$ cat src/include/mans_pkg.sv
`default_nettype none
package mans_pkg;
  // Register byte offsets
  localparam logic [7:0] ADDR_AUTONEG_CTRL            = 8'hC0;
  localparam logic [7:0] ADDR_AUTONEG_STATUS          = 8'hC4;
  localparam logic [7:0] ADDR_AUTONEG_LOCAL_ADVERT    = 8'hC8;
  localparam logic [7:0] ADDR_AUTONEG_PARTNER_ABILITY = 8'hCC;
  localparam logic [7:0] ADDR_AUTONEG_EXPANSION       = 8'hD0;

  // Control register fields
  localparam int BIT_AUTONEG_ENABLE  = 12;
  localparam int BIT_AUTONEG_RESTART = 9;

  // Status register fields
  localparam int BIT_AUTONEG_DONE      = 5;
  localparam int BIT_AUTONEG_SUPPORTED = 3;
  localparam int BIT_LINK_UP           = 2;

  // Advertisement and partner page fields (same layout on both)
  localparam int BIT_NEXT_PAGE     = 15;
  localparam int BIT_ACK           = 14;
  localparam int LSB_REMOTE_FAULT  = 12;
  localparam int LSB_PAUSE         = 7;
  localparam int BIT_HALF_DUPLEX   = 6;
  localparam int BIT_FULL_DUPLEX   = 5;

  // Expansion register fields
  localparam int BIT_NEXT_PAGE_ABILITY = 2;
  localparam int BIT_NEW_PAGE          = 1;

  // Values after reset, and the ability bit that stays high
  localparam logic [1:0] RST_REMOTE_FAULT = 2'h0;
  localparam logic [1:0] RST_PAUSE        = 2'h3;
  localparam logic       RST_HALF_DUPLEX  = 1'h1;
  localparam logic       RST_FULL_DUPLEX  = 1'h1;
  localparam logic       AUTONEG_ABLE     = 1'h1;
  localparam logic [15:0] RST_PARTNER_PAGE = 16'h0000;

  // Negotiation progress
  typedef enum logic [1:0] {
    MANS_IDLE,
    MANS_NEGOTIATING,
    MANS_COMPLETE
  } mans_state_e;
endpackage
`default_nettype wire

$ cat src/verilog/mans_regs.sv
`default_nettype none
module mans_regs
  import mans_pkg::*;
#(
  parameter bit FULL_DUPLEX_ONLY = 1'b0
) (
  input  wire logic        pclk,
  input  wire logic        presetn,
  input  wire logic        psel,
  input  wire logic        penable,
  input  wire logic        pwrite,
  input  wire logic [31:0] paddr,
  input  wire logic [31:0] pwdata,
  output logic      [31:0] prdata,
  output logic             pready,
  output logic             pslverr,
  input  wire logic        link_up_in,
  input  wire logic        page_rx_valid,
  input  wire logic [15:0] page_rx_data,
  input  wire logic        autoneg_finished,
  output logic             autoneg_active,
  output logic             autoneg_start,
  output logic      [15:0] local_page
);

  // Word-aligned decode inside this block's window
  function automatic logic is_mapped(input logic [31:0] addr);
    logic [7:0] off;
    off = addr[7:0];
    return (addr[31:8] == 24'h000000) && (addr[1:0] == 2'h0) &&
           (off == ADDR_AUTONEG_CTRL || off == ADDR_AUTONEG_STATUS ||
            off == ADDR_AUTONEG_LOCAL_ADVERT || off == ADDR_AUTONEG_PARTNER_ABILITY ||
            off == ADDR_AUTONEG_EXPANSION);
  endfunction

  // One register selected by a word-aligned byte address
  function automatic logic reg_hit(input logic [31:0] addr, input logic [7:0] off);
    return (addr[31:8] == 24'h000000) && (addr[7:0] == off);
  endfunction

  // Control word: enable and pending restart, all else zero
  function automatic logic [31:0] ctrl_word(input logic enable, input logic restart);
    logic [31:0] w;
    w = 32'h00000000;
    w[BIT_AUTONEG_ENABLE]  = enable;
    w[BIT_AUTONEG_RESTART] = restart;
    return w;
  endfunction

  // Status word; the ability bit is wired high
  function automatic logic [31:0] status_word(input logic done, input logic link);
    logic [31:0] w;
    w = 32'h00000000;
    w[BIT_AUTONEG_DONE]      = done;
    w[BIT_AUTONEG_SUPPORTED] = AUTONEG_ABLE;
    w[BIT_LINK_UP]           = link;
    return w;
  endfunction

  // Advertisement word: the page as sent, upper half reserved
  function automatic logic [31:0] advert_word(input logic [15:0] page);
    logic [31:0] w;
    w = 32'h00000000;
    w[15:0] = page;
    return w;
  endfunction

  // Partner word from the captured base page fields
  function automatic logic [31:0] partner_word(
    input logic       next_page,
    input logic       ack,
    input logic [1:0] fault,
    input logic [1:0] pause,
    input logic       half,
    input logic       full
  );
    logic [31:0] w;
    w = 32'h00000000;
    w[BIT_NEXT_PAGE]         = next_page;
    w[BIT_ACK]               = ack;
    w[LSB_REMOTE_FAULT +: 2] = fault;
    w[LSB_PAUSE +: 2]        = pause;
    w[BIT_HALF_DUPLEX]       = half;
    w[BIT_FULL_DUPLEX]       = full;
    return w;
  endfunction

  // Expansion word; next page ability stays low
  function automatic logic [31:0] expansion_word(input logic new_page);
    logic [31:0] w;
    w = 32'h00000000;
    w[BIT_NEXT_PAGE_ABILITY] = 1'b0;
    w[BIT_NEW_PAGE]          = new_page;
    return w;
  endfunction

  mans_state_e state;
  mans_state_e next_state;
  logic        autoneg_enable;
  logic        autoneg_restart;
  logic        autoneg_done;
  logic        link_up_flag;
  logic [1:0]  remote_fault_code;
  logic [1:0]  pause_capability;
  logic        half_duplex_capable;
  logic        full_duplex_capable;
  logic        partner_next_page;
  logic        partner_ack;
  logic [1:0]  partner_fault;
  logic [1:0]  partner_pause;
  logic        partner_half;
  logic        partner_full;
  logic        new_page_flag;
  logic        wr_access;
  logic        rd_access;
  logic        start_now;
  logic        page_take;
  logic        wr_ctrl;
  logic        wr_advert;
  logic        rd_expansion;
  logic [31:0] rd_word;

  // Zero-wait slave: every access completes in its first access cycle
  assign pready    = 1'b1;
  assign pslverr   = psel && penable && !is_mapped(paddr);
  assign wr_access = psel && penable && pwrite && is_mapped(paddr);
  assign rd_access = psel && penable && !pwrite && is_mapped(paddr);

  // Per-register strobes, decoded once
  assign wr_ctrl      = wr_access && reg_hit(paddr, ADDR_AUTONEG_CTRL);
  assign wr_advert    = wr_access && reg_hit(paddr, ADDR_AUTONEG_LOCAL_ADVERT);
  assign rd_expansion = rd_access && reg_hit(paddr, ADDR_AUTONEG_EXPANSION);
  assign page_take    = autoneg_active && page_rx_valid;

  // Negotiation starts on a pending restart while enabled
  assign start_now      = autoneg_enable && autoneg_restart;
  assign autoneg_active = (state == MANS_NEGOTIATING);
  assign autoneg_start  = start_now;

  // Enable: software owned, negotiation runs only while set
  always_ff @(posedge pclk or negedge presetn) begin
    if (!presetn) begin
      autoneg_enable <= 1'b0;
    end else if (wr_ctrl) begin
      autoneg_enable <= pwdata[BIT_AUTONEG_ENABLE];
    end
  end

  // Restart request stays pending until enable lets it start
  always_ff @(posedge pclk or negedge presetn) begin
    if (!presetn) begin
      autoneg_restart <= 1'b0;
    end else if (wr_ctrl) begin
      autoneg_restart <= pwdata[BIT_AUTONEG_RESTART];
    end else if (start_now) begin
      autoneg_restart <= 1'b0;
    end
  end

  // Negotiation progress; disable abandons any exchange
  always_comb begin
    next_state = state;
    case (state)
      MANS_IDLE:        if (start_now) next_state = MANS_NEGOTIATING;
      MANS_NEGOTIATING: if (autoneg_finished) next_state = MANS_COMPLETE;
      MANS_COMPLETE:    if (start_now) next_state = MANS_NEGOTIATING;
      default:          next_state = MANS_IDLE;
    endcase
    if (!autoneg_enable) begin
      next_state = MANS_IDLE;
    end else if (start_now) begin
      next_state = MANS_NEGOTIATING;
    end
  end

  always_ff @(posedge pclk or negedge presetn) begin
    if (!presetn) begin
      state <= MANS_IDLE;
    end else begin
      state <= next_state;
    end
  end

  // Done flag: a restart clears it even if the finish pulse coincides
  always_ff @(posedge pclk or negedge presetn) begin
    if (!presetn) begin
      autoneg_done <= 1'b0;
    end else if (start_now) begin
      autoneg_done <= 1'b0;
    end else if (autoneg_active && autoneg_finished && autoneg_enable) begin
      autoneg_done <= 1'b1;
    end
  end

  // Link state follows the link input one cycle late
  always_ff @(posedge pclk or negedge presetn) begin
    if (!presetn) begin
      link_up_flag <= 1'b0;
    end else begin
      link_up_flag <= link_up_in;
    end
  end

  // Local remote fault code, sent in the page
  always_ff @(posedge pclk or negedge presetn) begin
    if (!presetn) begin
      remote_fault_code <= RST_REMOTE_FAULT;
    end else if (wr_advert) begin
      remote_fault_code <= pwdata[LSB_REMOTE_FAULT +: 2];
    end
  end

  // Local pause capability
  always_ff @(posedge pclk or negedge presetn) begin
    if (!presetn) begin
      pause_capability <= RST_PAUSE;
    end else if (wr_advert) begin
      pause_capability <= pwdata[LSB_PAUSE +: 2];
    end
  end

  // Half duplex; a full-duplex-only build keeps it low
  always_ff @(posedge pclk or negedge presetn) begin
    if (!presetn) begin
      half_duplex_capable <= FULL_DUPLEX_ONLY ? 1'b0 : RST_HALF_DUPLEX;
    end else if (wr_advert) begin
      half_duplex_capable <= FULL_DUPLEX_ONLY ? 1'b0 : pwdata[BIT_HALF_DUPLEX];
    end
  end

  // Full duplex advertisement
  always_ff @(posedge pclk or negedge presetn) begin
    if (!presetn) begin
      full_duplex_capable <= RST_FULL_DUPLEX;
    end else if (wr_advert) begin
      full_duplex_capable <= pwdata[BIT_FULL_DUPLEX];
    end
  end

  // Page sent to the partner; next page stays low
  always_ff @(posedge pclk or negedge presetn) begin
    if (!presetn) begin
      local_page <= 16'h0000;
    end else begin
      local_page <= '0;
      local_page[BIT_NEXT_PAGE]            <= 1'b0;
      local_page[LSB_REMOTE_FAULT +: 2]    <= remote_fault_code;
      local_page[LSB_PAUSE +: 2]           <= pause_capability;
      local_page[BIT_HALF_DUPLEX]          <= half_duplex_capable;
      local_page[BIT_FULL_DUPLEX]          <= full_duplex_capable;
    end
  end

  // Partner next page bit, taken from each accepted page
  always_ff @(posedge pclk or negedge presetn) begin
    if (!presetn) begin
      partner_next_page <= RST_PARTNER_PAGE[BIT_NEXT_PAGE];
    end else if (page_take) begin
      partner_next_page <= page_rx_data[BIT_NEXT_PAGE];
    end
  end

  // Partner acknowledge of our base page
  always_ff @(posedge pclk or negedge presetn) begin
    if (!presetn) begin
      partner_ack <= RST_PARTNER_PAGE[BIT_ACK];
    end else if (page_take) begin
      partner_ack <= page_rx_data[BIT_ACK];
    end
  end

  // Partner remote fault code
  always_ff @(posedge pclk or negedge presetn) begin
    if (!presetn) begin
      partner_fault <= RST_PARTNER_PAGE[LSB_REMOTE_FAULT +: 2];
    end else if (page_take) begin
      partner_fault <= page_rx_data[LSB_REMOTE_FAULT +: 2];
    end
  end

  // Partner pause code
  always_ff @(posedge pclk or negedge presetn) begin
    if (!presetn) begin
      partner_pause <= RST_PARTNER_PAGE[LSB_PAUSE +: 2];
    end else if (page_take) begin
      partner_pause <= page_rx_data[LSB_PAUSE +: 2];
    end
  end

  // Partner half duplex ability
  always_ff @(posedge pclk or negedge presetn) begin
    if (!presetn) begin
      partner_half <= RST_PARTNER_PAGE[BIT_HALF_DUPLEX];
    end else if (page_take) begin
      partner_half <= page_rx_data[BIT_HALF_DUPLEX];
    end
  end

  // Partner full duplex ability
  always_ff @(posedge pclk or negedge presetn) begin
    if (!presetn) begin
      partner_full <= RST_PARTNER_PAGE[BIT_FULL_DUPLEX];
    end else if (page_take) begin
      partner_full <= page_rx_data[BIT_FULL_DUPLEX];
    end
  end

  // New page flag; a page beats a read, and only a reported flag clears
  always_ff @(posedge pclk or negedge presetn) begin
    if (!presetn) begin
      new_page_flag <= 1'b0;
    end else if (page_take) begin
      new_page_flag <= 1'b1;
    end else if (rd_expansion && prdata[BIT_NEW_PAGE]) begin
      new_page_flag <= 1'b0;
    end
  end

  // Read word assembly; unlisted bits stay zero
  always_comb begin
    rd_word = 32'h00000000;
    case (paddr[7:0])
      ADDR_AUTONEG_CTRL: begin
        rd_word = ctrl_word(autoneg_enable, autoneg_restart);
      end
      ADDR_AUTONEG_STATUS: begin
        rd_word = status_word(autoneg_done, link_up_flag);
      end
      ADDR_AUTONEG_LOCAL_ADVERT: begin
        rd_word = advert_word(local_page);
      end
      ADDR_AUTONEG_PARTNER_ABILITY: begin
        rd_word = partner_word(partner_next_page, partner_ack, partner_fault,
                               partner_pause, partner_half, partner_full);
      end
      ADDR_AUTONEG_EXPANSION: begin
        rd_word = expansion_word(new_page_flag);
      end
      default: rd_word = 32'h00000000;
    endcase
    if (!is_mapped(paddr)) begin
      rd_word = 32'h00000000;
    end
  end

  // Read data latched in the setup cycle so it comes from a flop
  always_ff @(posedge pclk or negedge presetn) begin
    if (!presetn) begin
      prdata <= 32'h00000000;
    end else if (psel && !penable && !pwrite) begin
      prdata <= rd_word;
    end
  end

endmodule
`default_nettype wire
$ cat config.mk
export PLATFORM = sky130hd
export DESIGN_NAME = mans_regs
export DESIGN_NICKNAME = d
export VERILOG_FILES = /design/src/include/mans_pkg.sv /design/src/verilog/mans_regs.sv
export SDC_FILE = /design/constraint.sdc
export NUM_CORES = 1
export LEC_CHECK = 0
export ABC_AREA = 1
export BUFFER_PORTS_ARGS = -buffer_cell sky130_fd_sc_hd__buf_2
export CELL_PAD_IN_SITES_DETAIL_PLACEMENT = 0
export CELL_PAD_IN_SITES_GLOBAL_PLACEMENT = 2
export CORE_MARGIN = 4
export CORE_UTILIZATION = 21
export CTS_CLUSTER_DIAMETER = 80
export DETAILED_ROUTE_END_ITERATION = 6
export GPL_TIMING_DRIVEN = 0
export HOLD_SLACK_MARGIN = 0.02
export PLACE_DENSITY = 0.74
export SLEW_MARGIN = 40
export SYNTH_ARGS = -nofsm -noshare
export SYNTH_HDL_FRONTEND = slang
export SYNTH_SLANG_ARGS = --single-unit
$ cat constraint.sdc
create_clock -name pclk -period 1.7 [get_ports pclk]
set_input_delay 0.17 -clock pclk [delete_from_list [all_inputs] [get_ports pclk]]
set_output_delay 0.17 -clock pclk [all_outputs]
set_load 0.02 [all_outputs]
# Yosys cells after proc, flatten, opt, wreduce, memory -nomap -nowiden
# Index checks and enable logic that the tools add are counted.
# totals
reg_bits	59
inputBits	88
out_inout_bits	52
wordCells	75
# classes
n_eq_ne	9
muxes	12
n_reduce_logical	36
# op_table
cell	count
$pmux W16 S5	1
$eq A8 B8 Y1 const B	5
$mux W32	1
$logic_not A24 Y1	1
$logic_and A1 B1 Y1	21
$mux W1	6
$mux W2	3
$reduce_bool A2 Y1	3
$logic_not A2 Y1	2
$logic_or A1 B1 Y1	4
$ne A4 B4 Y1 const B	1
$pmux W2 S2	1
$logic_not A1 Y1	3
$ne A3 B3 Y1 const B	1
$eq A2 B1 Y1 const B	1
$eq A2 B2 Y1 const B	1
$reduce_and A2 Y1	1
$reduce_or A2 Y1	1

# Longest topological paths before layout
# Gate-level depths: netlist of run 1.
# logic_depth
ltp_word	11
ltp_mapped	10
depth_no_buf	10

# Worst setup path before layout of run 1
# No wires, ideal clock.
# synth_path
path_type	reg2reg
startpoint	reg state[1]
endpoint	reg partner_full
setup_time_ps	125
t_arrival_ps	1386
path_slack_ps	190
path_stages_with_launch	5
path_buffers	1
path_cell_list	dfrtp_1 -> nor2_1 -> nand2_1 -> buf_2 -> mux2_2
# synth_via
elab_chain_cells	2
# synth_rtl
element	line_no	text
start: declaration	mans_regs.sv:97	mans_state_e state;
start signal: assignment	mans_regs.sv:180	state <= next_state;
$eq A2 B1 Y1	mans_regs.sv:137	assign autoneg_active = (state == MANS_NEGOTIATING);
named net autoneg_active	mans_regs.sv:21	output logic autoneg_active,
$logic_and A1 B1 Y1	mans_regs.sv:133	assign page_take = autoneg_active && page_rx_valid;
end signal: assignment	mans_regs.sv:302	partner_full <= RST_PARTNER_PAGE[BIT_FULL_DUPLEX];
end signal: assignment	mans_regs.sv:304	partner_full <= page_rx_data[BIT_FULL_DUPLEX];
end: declaration	mans_regs.sv:112	logic partner_full;
# The timed path passes the listed nets, and every way through them passes these cells.
# A chain may end at the register's enable or synchronous reset.

# Worst setup path after layout of run 1
# layout_path
startpoint	in paddr[5]
endpoint	out pslverr
# layout_via
elab_chain_cells	8
# layout_rtl
element	line_no	text
start: declaration	mans_regs.sv:12	input wire logic [31:0] paddr,
$eq A8 B8 Y1	mans_regs.sv:31	(off == ADDR_AUTONEG_CTRL || off == ADDR_AUTONEG_STATUS ||
$logic_or A1 B1 Y1 (2 in a row)	mans_regs.sv:31	
$logic_or A1 B1 Y1	mans_regs.sv:32	off == ADDR_AUTONEG_LOCAL_ADVERT || off == ADDR_AUTONEG_PARTNER_ABILITY ||
$logic_or A1 B1 Y1 *	mans_regs.sv:32	
$logic_and A1 B1 Y1 *	mans_regs.sv:30	return (addr[31:8] == 24'h000000) && (addr[1:0] == 2'h0) &&
$logic_not A1 Y1 *	--	
$logic_and A1 B1 Y1 *	mans_regs.sv:125	assign pslverr = psel && penable && !is_mapped(paddr);
end: declaration	mans_regs.sv:16	output logic pslverr,
# Every way passes the cells marked *; elsewhere a longest branch is shown, timed or not.

==> metrics.md, run 1 <==
| Metric | Value |
|---|---|
| Final Hold Viols | `0` |
| CTS max path bufs | `2` |
| Io pins | `140` |
| Initial antenna violation count | `0` |
| Cell family with the largest share of critical-path delay | `buffers and inverters` |
| Std-Cell Rows | `36` |
| Die width | `between 100 and 150 µm` |
| Final min period | `1.50 ns` |
| Post-layout util | `roughly 29%` |
| Final Setup Violations | `0` |
| Post-synth cell types | `25` |
| Post-CTS setup buffer count | `0` |
| Layout cell share with drive strength beyond 1 | `approximately 37%` |
| CTS clk-pin slew, worst paths | `~0.07 ns` |
| Worst hold path type | `input port to register` |
| Crit start category | `input port` |
| Core area | `9730 µm²` |
| Sink Count | `39` |
| Rel. slew slack | `~66%` |
| Vias in the first global route | `1814` |
| CP Buf/Inv Count | `4` |
| CTS tree | `built` |
| Total GRT Usage | `9.48%` |
| CP Launch Point | `paddr[5]` |
| DRC | `0` |
| Max incr delay on CP | `0.25 ns` |
| # diodes | `0` |
| DR pass1 iterations | `4` |
| DR WL/cell | `10.9 µm` |
| Max stage delay cell, worst path | `inv_1` |
| First-pass GRT wire length | `8650 µm` |
| Area delta synth->final | `37.2%` |
| Worst Setup Slack, final | `0.198 ns` |
| Pin count of the biggest net entering global routing | `40` |
| Num CTS Buffers | `5` |
| Measured slew at the worst slew-check pin | `0.503 ns` |
| Die Span Y | `108 µm` |
| Yosys warning total | `0` |
| Dpl ws | `0.119 ns` |
| Placer Congestion | `0.706` |
| Area of the mapped netlist | `2090 µm²` |
| Min-delay src | `pwdata[6]` |
| Initial Util | `21.5%` |
| Nets | `453` |
| Final WL | `5440 µm` |
| Grt total ovfl | `0` |
| Crit Reg-Reg Startpoint | `state[0]$_DFFE_PN0P_` |
| Starting DRT DRC Count | `54` |
| Worst VDD drop | `0.267 mV` |
| Worst Setup Path Type | `input port to output port` |
| Final period util | `88.3%` |
| Crit Path Max Fanout | `10` |
| Sequential share of the synthesized area | `47.0%` |
| Worst-path cell chain | `buf_2 -> nor2_1 -> nand2_1 -> inv_1 -> nor2_2 -> nor2_4 -> buf_6 -> nor2_1 -> buf_2` |
| CP required | `1.53 ns` |
| Gate Count Post-Synth | `252` |
| Max Cap Viol | `0` |
| Port Buffers | `75` |
| Clk_lat worst skew | `0.29 ns` |
| Post-synthesis register bit count | `39` |
| CTS HTree Levels | `2` |
| Power Density | `655 nW/µm²` |
| Max Clk Rate | `666 MHz` |
| DR vias/cell | `3.58` |
| Die ar. | `about 12000 µm²` |
| Detail Placement HPWL | `4540 µm` |
| Final ANT Viol Nets | `0` |
| Syn avg cell area | `8.28 µm²` |
| Leakage | `between 1.5 and 2 nW` |
| CP arrival | `between 1 and 1.5 ns` |
| Crit. End Element | `output port` |
| Root Buffer | `clkbuf_8` |
| Via count | `around 1800` |
| Slew Limit Fails | `0` |
| Setup Skew | `approximately 0.0067 ns` |
| RSZ-0062 raised after global routing | `false` |
| Status | `complete, no violations` |
| Setup_tns | `0 ns` |
-- cells in the final DEF (no fill, tap or decap), drive strengths merged, types with 5 or more instances in the layout --
cell and count:
dfrtp 35, o21ai 10, a21oi 5, nand3 15, nand2 67, nand4 11
nor2 39, clkbuf 8, buf 108, conb 31, inv 20
-- cell usage after synthesis, drive strengths merged --
cell type  instances  area share [%]
nor2              39             9.5
dfstp              4             5.0
nor3               3            0.96
nand3             15             4.3
nand2             67              12
conb               2            0.36
buf               33              12
dfrtp             35              42
inv               20             3.6
nand4             11             3.3
mux2               4             2.2
a21oi              5             1.2
o21ai             10             2.4
o211ai             2            0.72
o21a               1            0.36
clkbuf             1            0.18
-- logic make-up (layout without fill, tap and decap cells) --
logic type	count (synthesis)	in the layout	synth area share, %
AOI/OAI and AO/OA	18	18	4.68
and+or+nand+nor	135	135	30.1
other	2	31	0.360
muxes	4	4	2.16
DFF	39	39	47.0
buffers and inverters	54	139	15.7
-- layout make-up --
cell class	count	area (µm²)
inverters	20	75.1
well taps	133	166
multi-input cells	188	887
plain buffers	34	253
clock buffers	7	96.3
fillers	1112	6870
flip-flops and latches	39	981
clock inverters	1	7.51
repair buffers	77	398
-- power breakdown --
part | internal (mW) | switching [mW]
sequential | 0.929 | 0.000263
combinational | 0.107 | 0.141
clock | 0.369 | 0.329
-- timing repair --
action	CTS	global route
hold buffers	2	0
endpoints found under the setup margin	0	0
hold endpoints to repair	36	0
gates resized for setup	0	0
-- worst register-to-register path, cell delays in order, from the launching register on --
cell	delay, ns
dfrtp_1	0.36
inv_1	0.08
nor2_1	0.07
nand2_1	0.15
buf_2	0.27
mux2_2	0.36
-- metrics by stage --
stage / instances / hold slack, ns / cell area, µm² / total power [mW]
2_1_floorplan: 281 / -0.126 / 2200 / 1.10
3_3_place_gp: 489 / 0.281 / 2740 / 1.19
3_5_place_dp: 489 / 0.182 / 2740 / 1.19
4_1_cts: 499 / 0.0957 / 2860 / 1.90
5_1_grt: 499 / 0.109 / 2860 / 1.97
6_report: 499 / 0.0983 / 2860 / 1.87
-- state kept, by name, indices dropped and copies added (netlist names) --
name                 flops
half_duplex_capable      1
partner_next_page        1
pause_capability         2
partner_half             1
local_page               6
link_up_flag             1
autoneg_enable           1
state                    2
remote_fault_code        2
full_duplex_capable      1
autoneg_done             1
partner_pause            2
prdata                  12
autoneg_restart          1
new_page_flag            1
partner_fault            2
partner_ack              1
partner_full             1
-- per-layer routing --
metal / up-vias / share of wire (%) / wire length [µm] / GRT usage (%)
met4: 0 / 1.0 / 57 / 2.98
met2: 45 / 51 / 2750 / 16.3
met5: - / 0 / 0 / 0
li1: 965 / - / - / -
met3: 4 / 6.1 / 333 / 2.28
met1: 774 / 42 / 2300 / 11.7
-- path summary, 6_finish.rpt --
check | end | slack [ns] | cells after the start
min reg2reg | local_page[13]$_DFF_PN0_ | 0.38 | 0
min | half_duplex_capable$_DFFE_PN1P_ | 0.1 | 3
max in group asynchronous | half_duplex_capable$_DFFE_PN1P_ | 0.94 | 2
min in group asynchronous | prdata[15]$_DFFE_PN0P_ | 0.37 | 2
max reg2reg | partner_full$_DFFE_PN0P_ | 0.30 | 5
max | pslverr | 0.20 | 9
(Power assumes the default switching activity.)
==> inputs of run 2 (changes only) <==
BUFFER_PORTS_ARGS = -buffer_cell sky130_fd_sc_hd__buf_4   (was -buffer_cell sky130_fd_sc_hd__buf_2)
==> run 2 against run 1 <==
  * Fmax decreased by 2.3%
  * Wire length increased by 2.2%
  * Non-clock buffer count unchanged
  * Critical path depth unchanged
  * Die area unchanged
  * Largest cell class unchanged
  * Sequential share of layout area decreased by 1.8 points
  * Cell count unchanged
  * Sequential power about the same
  * Flip-flop and latch count unchanged
  * Critical endpoint unchanged
==> metrics.md, run 2 (synthesized netlist as in run 1, its figures left out) <==
| Metric | Value |
|---|---|
| Area delta synth->final | `45.0% (was 37.2%)` |
| Max incr delay on CP | `0.27 ns (was 0.25 ns)` |
| # diodes | `0 (unchanged)` |
| CP required | `1.53 ns (about the same)` |
| DR pass1 iterations | `4 (unchanged)` |
| CTS clk-pin slew, worst paths | `0.07 ns (about the same)` |
| Final ANT Viol Nets | `0 (unchanged)` |
| End of the worst register-to-register path | `partner_full$_DFFE_PN0P_ (unchanged)` |
| Worst hold path type | `input port to register (unchanged)` |
| Leakage | `1.65 nW (was 1.61 nW)` |
| Grt total ovfl | `0 (unchanged)` |
| Most common cell after layout, fill and taps aside | `buf_4 (was buf_2)` |
| CTS HTree Levels | `2 (unchanged)` |
| Crit Reg-Reg Startpoint | `state[0]$_DFFE_PN0P_ (unchanged)` |
| Slew Limit Fails | `0 (unchanged)` |
| CP arrival | `1.37 ns (was 1.33 ns)` |
| Hold depth | `3 (unchanged)` |
| Detail Placement HPWL | `4590 µm (was 4540 µm)` |
| Worst Setup Path Type | `input port to output port (unchanged)` |
| Power Density | `597 nW/µm² (was 655 nW/µm²)` |
| Placer Congestion | `0.711 (was 0.706)` |
| Initial antenna violation count | `0 (unchanged)` |
| Status | `complete, no violations (unchanged)` |
| Worst VDD drop | `0.254 mV (was 0.267 mV)` |
| Fin cells | `499 (unchanged)` |
| Core area | `9730 µm² (unchanged)` |
| Placed cells | `489 (unchanged)` |
| CTS tree | `built (unchanged)` |
| Max Cap Viol | `0 (unchanged)` |
| DR WL/cell | `11.1 µm (was 10.9 µm)` |
| Max reg flops | `12 (unchanged)` |
| Final WL | `5560 µm (was 5440 µm)` |
| RSZ-0062 raised after global routing | `false (unchanged)` |
| Num CTS Buffers | `5 (unchanged)` |
| Port Buffers | `75 (unchanged)` |
| Clk_lat worst skew | `0.29 ns (about the same)` |
| Std-Cell Rows | `36 (unchanged)` |
| Crit. End Element | `output port (unchanged)` |
| Setup_tns | `0 ns (unchanged)` |
| Worst-path cell chain | `buf_4 -> nor2_1 -> nand2_1 -> inv_1 -> nor2_2 -> nor2_4 -> buf_6 -> nor2_1 -> buf_4 (was buf_2 -> nor2_1 -> nand2_1 -> inv_1 -> nor2_2 -> nor2_4 -> buf_6 -> nor2_1 -> buf_2)` |
| Die width | `108 µm (unchanged)` |
| Die ar. | `11600 µm² (unchanged)` |
| Vias in the first global route | `1882 (was 1814)` |
| R2R Setup Slk | `0.30 ns (about the same)` |
| Fin Hold WS | `0.109 ns (was 0.0983 ns)` |
| Largest reg by FF count | `prdata (unchanged)` |
| Die Span Y | `108 µm (unchanged)` |
| Commonest cells after routing, fill and taps aside | `buf_4 (106), nand2_1 (67), dfrtp_1 (35), nor2_1 (32), conb_1 (31) (was buf_2 (75), nand2_1 (67), dfrtp_1 (35), nor2_1 (32), buf_4 (32))` |
| Fin area | `3030 µm² (was 2860 µm²)` |
| Worst r2r path cells | `5 (unchanged)` |
| Via count | `1820 (was 1788)` |
| Final Setup Violations | `0 (unchanged)` |
| Nets | `453 (unchanged)` |
| Final period util | `90.4% (was 88.3%)` |
| CP Launch Point | `paddr[5] (unchanged)` |
| Pin count of the biggest net entering global routing | `40 (unchanged)` |
| Final min period | `1.54 ns (was 1.50 ns)` |
| DR vias/cell | `3.65 (was 3.58)` |
| DP Area | `2930 µm² (was 2740 µm²)` |
| Final Hold Viols | `0 (unchanged)` |
| Worst Hold Path EP | `pause_capability[1]$_DFFE_PN1P_ (was half_duplex_capable$_DFFE_PN1P_)` |
| Total GRT Usage | `10.0% (was 9.48%)` |
| First-pass GRT wire length | `9210 µm (was 8650 µm)` |
| Min-delay src | `pwdata[8] (was pwdata[6])` |
| Max Clk Rate | `650 MHz (was 666 MHz)` |
| Biggest regs | `prdata (12), local_page (6) (unchanged)` |
| Initial Util | `21.5% (unchanged)` |
| DRC | `0 (unchanged)` |
| Crit Path Max Fanout | `10 (unchanged)` |
| Crit start category | `input port (unchanged)` |
| Setup Skew | `0.00969 ns (was 0.00668 ns)` |
| Root Buffer | `clkbuf_8 (unchanged)` |
| Max stage delay cell, worst path | `inv_1 (unchanged)` |
| Sink Count | `39 (unchanged)` |
| Post-layout util | `31.1% (was 29.4%)` |
| PostCTS Resize Cnt | `0 (unchanged)` |
| CTS max path bufs | `2 (unchanged)` |
| Layout cell share with drive strength beyond 1 | `36.9% (was 37.4%)` |
| Io pins | `140 (unchanged)` |
| Post-CTS setup buffer count | `0 (unchanged)` |
| Starting DRT DRC Count | `39 (was 54)` |
[run 2: worst max path at each step]
stage,to,slack [ns]
finish,pslverr,0.16
global route,pslverr,0.03
CTS,pslverr,0.14
detailed placement,autoneg_enable$_DFFE_PN0P_,0.13
global placement,autoneg_enable$_DFFE_PN0P_,0.13
floorplan,partner_full$_DFFE_PN0P_,0.19
[run 2: routing by layer]
layer  wire, µm  GRT usage (%)
met1       2390           13.1
met2       2790           16.7
met3        328           2.28
met4         54           2.71
met5          0              0
[run 2: area by class of cell]
cell class                      count  area, µm²
Clock inverter                      1       5.00
Buffer                             34        253
Fill cell                        1093       6700
Tap cell                          133        166
Clock buffer                        7       76.3
Timing Repair Buffer               77        583
Inverter                           20       75.1
Sequential cell                    39        981
Multi-Input combinational cell    188        887
[run 2: repair_timing]
action	CTS	global route
hold endpoints to repair	36	0
hold buffers	2	0
endpoints found under the setup margin	0	0
[run 2: stage by stage]
| step | setup WS, ns | power, mW |
|---|---|---|
| 3_5_place_dp | 0.127 | 1.23 |
| 6_report | 0.163 | 1.81 |
| 4_1_cts | 0.144 | 1.84 |
| 5_1_grt | 0.0269 | 1.91 |
| 2_1_floorplan | 0.190 | 1.10 |
| 3_3_place_gp | 0.129 | 1.22 |
[run 2: critical path: cells and delay by family]
kind,cells,cell delay [ns]
buffers and inverters,4,0.69
and+or+nand+nor,5,0.52
[run 2: power by group]
part	total, mW	internal (mW)	leakage (nW)	switching, mW
registers	0.929	0.929	0.502	0.000336
clock network	0.597	0.288	0.0422	0.309
logic	0.282	0.141	1.11	0.141
total	1.81	1.36	1.65	0.450
